$ cat src/hdl/ppg_rate_defs.vh
`ifndef PPG_RATE_DEFS_VH
`define PPG_RATE_DEFS_VH

// ----------------------------------------------------------------------
// Register offsets (byte addresses)
// ----------------------------------------------------------------------
`define OFS_EDGE_TIMING_RATE 12'h000
`define OFS_PHASE_SHIFT      12'h004
`define OFS_MOD_CYCLE_SEL    12'h008
`define OFS_WAVE_STATUS      12'h00c

// ----------------------------------------------------------------------
// Field positions
// ----------------------------------------------------------------------
`define RATE_LSB        0
`define RATE_MSB        3
`define TIMING_LSB      4
`define TIMING_MSB      19
`define BIT31           31
`define PHASE_LSB       1
`define PHASE_MSB       16
`define CYC_A_LSB       0
`define CYC_A_MSB       2
`define CYC_B_LSB       4
`define CYC_B_MSB       6
`define CYC_SEL_BIT     8

// ----------------------------------------------------------------------
// Reset values and cycle codes
// ----------------------------------------------------------------------
`define RST_EDGE_TIMING_RATE 32'h0000_0000
`define RST_PHASE_SHIFT      32'h0000_0000
`define RST_MOD_CYCLE_SEL    32'h0000_0000
`define CYC_NONE 3'h0
`define CYC_2    3'h1
`define CYC_4    3'h2
`define CYC_8    3'h3
`define CYC_16   3'h4

`endif

$ cat src/hdl/ppg_timing_rate.v
// Local design decisions: the APB register port and the register addresses.
`timescale 1ns/1ps
`default_nettype none
`include "ppg_rate_defs.vh"

// Function
// - 4-bit modulation rate sits in bits 3:0, read and write.
// - Rate applies to second output in plain and interlocked PPG modes.
// - Effective rate bits follow the second output's cycle selection.
// - 000 none, 001 bit3, 010 bits3:2, 011 bits3:1, 100 all four.
// - Per modulation cycle, stretch that many waves by one clock.

module ppg_timing_rate (
  input wire pclk,
  input wire presetn,
  input wire psel,
  input wire penable,
  input wire pwrite,
  input wire [11:0] paddr,
  input wire [31:0] pwdata,
  input wire wave_end,
  input wire interlock_mode,
  output reg [31:0] prdata,
  output reg pready,
  output reg pslverr,
  output reg [15:0] second_output_edge_timing,
  output reg [15:0] phase_shift_amount,
  output reg edge_delay
);
  reg [3:0] rate;
  reg bit31;
  reg [15:0] phase;
  reg [2:0] modulation_cycle_select_a;
  reg [2:0] modulation_cycle_select_b;
  reg cycle_sel_use_b;
  reg [3:0] wave_index;
  wire [2:0] cycle_sel;
  wire [3:0] eff_rate;
  wire [3:0] cycle_last;
  wire stretch;
  wire setup;
  reg [31:0] next_rdata;
  reg next_err;
  // Decoded write strobes and wave bookkeeping
  reg [3:0] next_wave_index;
  reg wr_timing;
  reg wr_phase;
  reg wr_cycle;
  wire wr_access;
  wire rd_setup;
  wire cycle_wrap;

  // --------------------------------------------------------------------
  // Cycle selection and stretch decision
  // --------------------------------------------------------------------
  // Select between the two cycle fields for the second output
  assign cycle_sel = cycle_sel_use_b ? modulation_cycle_select_b :
                     modulation_cycle_select_a;
  assign setup = psel & ~penable;
  // Reads are picked up in setup so data stands for the access edge
  assign rd_setup = setup & ~pwrite;

  rate_spreader rate_spreader_inst (
    .cycle_sel(cycle_sel),
    .rate(rate),
    .wave_index(wave_index),
    .eff_rate(eff_rate),
    .cycle_last(cycle_last),
    .stretch(stretch)
  );

  // --------------------------------------------------------------------
  // APB register write
  // --------------------------------------------------------------------
  // Only the completing access edge writes; gating with pready keeps a
  // master that lingers in the access phase from writing twice
  assign wr_access = psel & penable & pready & pwrite;

  // One strobe per writable register; unmapped addresses strobe nothing
  always @* begin
    wr_timing = 1'b0;
    wr_phase = 1'b0;
    wr_cycle = 1'b0;
    if (!wr_access) begin
      wr_timing = 1'b0;
    end else if (paddr == `OFS_EDGE_TIMING_RATE) begin
      wr_timing = 1'b1;
    end else if (paddr == `OFS_PHASE_SHIFT) begin
      wr_phase = 1'b1;
    end else if (paddr == `OFS_MOD_CYCLE_SEL) begin
      wr_cycle = 1'b1;
    end
  end

  // Timing and rate; bit 31 is stored so software reads back what it
  // wrote there, although zero is the expected value
  always @(posedge pclk or negedge presetn) begin
    if (!presetn) begin
      rate <= 4'h0;
      second_output_edge_timing <= 16'h0000;
      bit31 <= 1'b0;
    end else if (wr_timing) begin
      rate <= pwdata[`RATE_MSB:`RATE_LSB];
      second_output_edge_timing <=
        pwdata[`TIMING_MSB:`TIMING_LSB];
      bit31 <= pwdata[`BIT31];
    end
  end

  // Phase shift value; bit 0 and the upper bits are not stored
  always @(posedge pclk or negedge presetn) begin
    if (!presetn) begin
      phase <= 16'h0000;
    end else if (wr_phase) begin
      phase <= pwdata[`PHASE_MSB:`PHASE_LSB];
    end
  end

  // Both cycle fields are held; bit 8 picks which one drives the rate
  always @(posedge pclk or negedge presetn) begin
    if (!presetn) begin
      modulation_cycle_select_a <= 3'h0;
      modulation_cycle_select_b <= 3'h0;
      cycle_sel_use_b <= 1'b0;
    end else if (wr_cycle) begin
      modulation_cycle_select_a <= pwdata[`CYC_A_MSB:`CYC_A_LSB];
      modulation_cycle_select_b <= pwdata[`CYC_B_MSB:`CYC_B_LSB];
      cycle_sel_use_b <= pwdata[`CYC_SEL_BIT];
    end
  end

  // --------------------------------------------------------------------
  // APB read mux, decoded during setup
  // --------------------------------------------------------------------
  // Unmapped addresses read zero and flag an error
  always @* begin
    next_rdata = 32'h0000_0000;
    next_err = 1'b0;
    if (paddr == `OFS_EDGE_TIMING_RATE) begin
      next_rdata = {bit31, 11'h000, second_output_edge_timing,
                    rate};
    end else if (paddr == `OFS_PHASE_SHIFT) begin
      next_rdata = {15'h0000, phase, 1'b0};
    end else if (paddr == `OFS_MOD_CYCLE_SEL) begin
      next_rdata = {23'h000000, cycle_sel_use_b, 1'b0,
                    modulation_cycle_select_b, 1'b0,
                    modulation_cycle_select_a};
    end else if (paddr == `OFS_WAVE_STATUS) begin
      next_rdata = {19'h00000, edge_delay, eff_rate, 4'h0,
                    wave_index};
    end else begin
      next_err = 1'b1;
    end
  end

  // Registered answer: pready rises one cycle after setup
  always @(posedge pclk or negedge presetn) begin
    if (!presetn) begin
      prdata <= 32'h0000_0000;
      pready <= 1'b0;
      pslverr <= 1'b0;
    end else begin
      pready <= setup;
      pslverr <= setup & next_err;
      if (rd_setup) begin
        prdata <= next_rdata;
      end else if (!psel) begin
        prdata <= 32'h0000_0000;
      end
    end
  end

  // --------------------------------------------------------------------
  // Modulation cycle tracking on the count clock
  // --------------------------------------------------------------------
  // A shorter cycle chosen mid-run can leave the index past its end;
  // comparing with >= folds it to zero on the next wave rather than
  // letting it climb to fifteen first
  assign cycle_wrap = (wave_index >= cycle_last);

  // Next wave position; the PPG mode does not gate it
  always @* begin
    next_wave_index = wave_index;
    if (wave_end) begin
      if (cycle_wrap) begin
        next_wave_index = 4'h0;
      end else begin
        next_wave_index = wave_index + 4'h1;
      end
    end
  end

  // Wave position register
  always @(posedge pclk or negedge presetn) begin
    if (!presetn) begin
      wave_index <= 4'h0;
    end else begin
      wave_index <= next_wave_index;
    end
  end

  // --------------------------------------------------------------------
  // Output registers
  // --------------------------------------------------------------------
  // Delay flag for the wave now starting, both modes alike; it lags
  // the index by one clock, which the counter side must allow for
  always @(posedge pclk or negedge presetn) begin
    if (!presetn) begin
      edge_delay <= 1'b0;
    end else begin
      edge_delay <= stretch;
    end
  end

  // Phase shift only means something when interlocked; plain mode
  // sees zero so a stale value cannot shift the second output
  // (the stored value itself survives a change of mode)
  always @(posedge pclk or negedge presetn) begin
    if (!presetn) begin
      phase_shift_amount <= 16'h0000;
    end else if (interlock_mode) begin
      phase_shift_amount <= phase;
    end else begin
      phase_shift_amount <= 16'h0000;
    end
  end
endmodule

`default_nettype wire

$ cat src/hdl/rate_spreader.v
`timescale 1ns/1ps
`default_nettype none
`include "ppg_rate_defs.vh"

// ----------------------------------------------------------------------
// Decides whether the current wave of a modulation cycle is stretched
// ----------------------------------------------------------------------
module rate_spreader (
  input wire [2:0] cycle_sel,
  input wire [3:0] rate,
  input wire [3:0] wave_index,
  output reg [3:0] eff_rate,
  output reg [3:0] cycle_last,
  output reg stretch
);
  reg [3:0] idx;
  reg [8:0] len;
  reg [8:0] hi;
  reg [8:0] lo;

  // Keep only the valid upper rate bits; unknown codes act like none
  always @* begin
    eff_rate = 4'h0;
    cycle_last = 4'h0;
    idx = 4'h0;
    case (cycle_sel)
      `CYC_2: begin
        eff_rate = {3'h0, rate[3]};
        cycle_last = 4'h1;
        idx = {3'h0, wave_index[0]};
      end
      `CYC_4: begin
        eff_rate = {2'h0, rate[3:2]};
        cycle_last = 4'h3;
        idx = {2'h0, wave_index[1:0]};
      end
      `CYC_8: begin
        eff_rate = {1'h0, rate[3:1]};
        cycle_last = 4'h7;
        idx = {1'h0, wave_index[2:0]};
      end
      `CYC_16: begin
        eff_rate = rate;
        cycle_last = 4'hf;
        idx = wave_index;
      end
      default: begin
        eff_rate = 4'h0;
      end
    endcase
    // Wave i is stretched when floor((i+1)r/N) passes floor(ir/N),
    // which spreads exactly r stretched waves over the N of a cycle;
    // nine bits hold 16 x 15 so the products never wrap
    len = {5'h00, cycle_last} + 9'h001;
    hi = ({5'h00, idx} + 9'h001) * {5'h00, eff_rate};
    lo = {5'h00, idx} * {5'h00, eff_rate};
    stretch = (hi / len) != (lo / len);
    if (eff_rate == 4'h0) begin
      stretch = 1'b0;
    end
  end
endmodule

`default_nettype wire

$ cat config.mk
export PLATFORM = sky130hd
export DESIGN_NAME = ppg_timing_rate
export DESIGN_NICKNAME = d
export VERILOG_FILES = /design/src/hdl/ppg_timing_rate.v /design/src/hdl/rate_spreader.v
export VERILOG_INCLUDE_DIRS = /design/src /design/src/hdl
export SDC_FILE = /design/constraint.sdc
export NUM_CORES = 1
export LEC_CHECK = 0
export ABC_AREA = 0
export BUFFER_PORTS_ARGS = -buffer_cell sky130_fd_sc_hd__buf_2
export CAP_MARGIN = 20
export CORE_ASPECT_RATIO = 1.2
export CORE_UTILIZATION = 30
export CTS_BUF_LIST = sky130_fd_sc_hd__clkbuf_4
export DETAILED_ROUTE_END_ITERATION = 6
export PLACE_DENSITY = 0.53
export SETUP_SLACK_MARGIN = 0.5
export SLEW_MARGIN = 10
export SYNTH_ARGS = -nofsm -noshare
export SYNTH_HDL_FRONTEND = slang
export SYNTH_HIERARCHICAL = 1
export SYNTH_SLANG_ARGS = --single-unit
export TNS_END_PERCENT = 30
$ cat constraint.sdc
create_clock -name pclk -period 43.9 [get_ports pclk]
set_input_delay 0 -clock pclk [delete_from_list [all_inputs] [get_ports pclk]]
set_output_delay 0 -clock pclk [all_outputs]
set_load 0.005 [all_outputs]
==> flow_metrics.py <==
metrics = {
    "sta": {
        "rsz0062_at_grt": "false",
        "finalMaxSlewViolations": 0,
        "tns_ps": 0,
        "timing.final.crit_share_pct": 44.1,
        "layout_setup_ws_ps": 24520,
        "max_freq_mhz": 51.6,
        "worst_slew_pin_slew_ps": 915,
        "hold_viol": 0,
        "setup_viol": 0,
        "min_period_ps": 19380,
        "skew_ps": 19.5,
        "slew-limit-headroom_pct": 38.9,
    },
    "clocking": {
        "clock_sinks": 88,
        "clk_pin_slew_worst_paths_ps": 160,
        "cts_tree": "built",
        "ctsRootBufferMaster": "clkbuf_4",
        "cts_made_buffers": 9,
        "cts_repair_resize_count": 0,
        "cts.htree.levels": 3,
        "clockBufferDepth": 2,
        "postCtsSetupBuffers": 0,
        "insertion_delay_ps": 450,
        "hold_buffers": 35,
    },
    "logic_synthesis": {
        "synth_area_per_cell_um2": 9.19,
        "synth_cells": 958,
        "syn_area_um2": 8800,
        "synth-edff-count": 0,
        "synth.top_cell.area_share_pct": 25.0,
        "synth_top_area_cell": "dfrtp_1",
        "async_flop_share_pct": 100,
        "ys_ff_latch": 88,
        "yosys-top-cells-area": "dfrtp_1, ha_1, mux2_2",
        "yosys_warnings": 6,
        "ys_types": 86,
        "synth_seq_area_share_pct": 25.0,
        "yosysMostFrequentCell": "ha_1",
        "synth_commonest_cells": "ha_1, dfrtp_1, nor2_1, nand2_1, inv_1",
        "ys.flop_type": "dfrtp_1",
    },
    "global_route": {
        "grt_pass1_wl_um": 38100,
        "grt_pass1_vias": 7524,
        "grt_use_total_pct": 15.9,
        "antenna_found_initial": 1,
        "grt-ovfl-total": 0,
        "grt_max_degree": 66,
    },
    "placement": {
        "io_buffer_count": 95,
        "dp_hpwl_um": 17700,
        "gp_congestion": 0.817,
        "place_ws_ps": 24580,
        "placed_cells": 1426,
        "placed_cell_area_um2": 9640,
    },
    "critical_path": {
        "crit_path_top_delay_cell": "a2111oi_0",
        "reg2reg_depth": 83,
        "path_class": "reg -> reg",
        "critPathLaunchType": "flip-flop",
        "worst_r2r_endpoint": "edge_delay$_DFF_PN0_",
        "worstReg2RegStart": "cycle_sel_use_b$_DFFE_PN0P_",
        "crit_top_cell": "ha_1",
        "rrSetupSlack_ps": 24520,
        "path_max_fanout": 20,
        "max_stage_delay_ps": 670,
        "cp-end-kind": "flip-flop",
        "cp.required_ps": 44250,
        "cp.arrival_ps": 19730,
    },
    "die": {
        "top_level_ports": 118,
        "core-area_um2": 28800,
        "die_height_um": 190,
        "core.rowCount": 68,
        "dieArea_um2": 30000,
        "initial_core_util_pct": 30.5,
        "die_w_um": 158,
    },
    "hold_path": {
        "hold_depth": 3,
        "hp-start": "pwrite",
        "hold_end": "prdata[0]$_DFFE_PN0P_",
        "min_path_type": "in -> reg",
    },
    "cells_and_area": {
        "nets": 1251,
        "fill_cells": 2986,
        "areaGrowthSynthToFinish_pct": 15.6,
        "drive_above_1_share_pct": 20.9,
        "stdcell_count": 1480,
        "stdcell_area_um2": 10200,
    },
    "pwr": {
        "leakagePower_nw": 5.01,
        "power.density_nw_per_um2": 45.1,
        "ir_drop_uv": 28.4,
        "p_total_uw": 459,
    },
    "drt": {
        "vias": 7400,
        "avgViaCountPerCell": 5.00,
        "drc": 0,
        "first_iter_violations": 248,
        "detail-route-antenna-nets": 0,
        "routed_wl_um": 22900,
        "wl_per_cell_um": 15.4,
        "dr.pass1.iters": 4,
    },
    "run": {
        "max-cap-violations": 0,
    },
    "run_status": {
        "outcome": "finished, final reports clean",
    },
}
power breakdown:
group / switching (mW) / internal [mW]
logic: 0.180 / 0.152
clock network: 0.0323 / 0.0134
registers: 0.0000578 / 0.0812
worst max-delay path, delay by kind of cell, from the launching register on:
| kind | cells | cell delay, ps |
|---|---|---|
| AOI/OAI and AO/OA | 33 | 7680 |
| xor gates and xnor gates | 3 | 630 |
| adders and majority gates | 13 | 4040 |
| muxes | 3 | 1170 |
| buffers and inverters | 8 | 840 |
| and+or+nand+nor | 23 | 4460 |
| DFF | 1 | 460 |
logic make-up (layout without fill, tap and decap cells):
group	Yosys count	after routing	synth area share (%)
adders and majority gates	111	111	16.6
AOI/OAI and AO/OA	232	232	19.3
muxes	83	83	10.7
DFF	88	88	25.0
buffers and inverters	87	213	5.05
and+or+nand+nor	313	313	19.0
xor gates and xnor gates	42	42	4.18
other	2	13	0.0853
metrics by stage:
step | utilization [%] | hold slack (ps)
floorplan | - | -296
global placement | 33.4 | -79.1
detailed placement | 33.4 | -80.1
CTS | 35.1 | 0.593
global route | 35.3 | 23.3
finish | 35.3 | 18.6
final cells by class:
class / count / area [um^2] / share of cell area (%)
Multi-Input combinational cell: 793 / 6190 / 60.9
Sequential cell: 88 / 2200 / 21.6
Timing Repair Buffer: 141 / 938 / 9.22
Tap cell: 385 / 482 / 4.73
Inverter: 56 / 216 / 2.13
Clock inverter: 7 / 72.6 / 0.713
Clock buffer: 9 / 67.6 / 0.664
Antenna cell: 1 / 2.50 / 0.0246
registers in the layout, summed over array words and instances (netlist names):
name	count
pready	1
prdata	21
wave_index	4
edge_delay	1
phase_shift_amount	16
modulation_cycle_select_a	3
phase	16
rate	4
modulation_cycle_select_b	3
pslverr	1
bit31	1
cycle_sel_use_b	1
second_output_edge_timing	16
layout by cell type, fill, tap and decap left out, types with 14 or more instances in the layout:
| cell type | count |
|---|---|
| ha_1 | 101 |
| dfrtp_1 | 88 |
| mux2_2 | 50 |
| o21ai_0 | 42 |
| xor2_1 | 14 |
| dlygate4sd3_1 | 35 |
| and2_1 | 25 |
| a21o_1 | 20 |
| nor3_1 | 33 |
| nand2_1 | 64 |
| nand2b_1 | 17 |
| xnor2_1 | 28 |
| a22oi_1 | 16 |
| nor2_1 | 77 |
| buf_2 | 94 |
| mux2i_1 | 23 |
| a21oi_1 | 52 |
| inv_1 | 54 |
| or3_1 | 14 |
| o21a_1 | 21 |
worst max path at each step:
| stage | startpoint | endpoint | cells past startpoint |
|---|---|---|---|
| global route | cycle_sel_use_b$_DFFE_PN0P_ | edge_delay$_DFF_PN0_ | 84 |
| finish | cycle_sel_use_b$_DFFE_PN0P_ | edge_delay$_DFF_PN0_ | 83 |
| global placement | cycle_sel_use_b$_DFFE_PN0P_ | edge_delay$_DFF_PN0_ | 83 |
| floorplan | cycle_sel_use_b$_DFFE_PN0P_ | edge_delay$_DFF_PN0_ | 83 |
| detailed placement | cycle_sel_use_b$_DFFE_PN0P_ | edge_delay$_DFF_PN0_ | 83 |
| CTS | cycle_sel_use_b$_DFFE_PN0P_ | edge_delay$_DFF_PN0_ | 83 |
routing by layer:
layer	up-vias	track usage [%]	wire, um	part of all wire (%)
li1	3733	-	-	-
met1	3539	19.3	10100	44
met4	0	3.85	221	0.97
met2	111	29.6	11900	52
met3	17	1.53	600	2.6
met5	-	0	0	0
(Power assumes the default switching activity.)
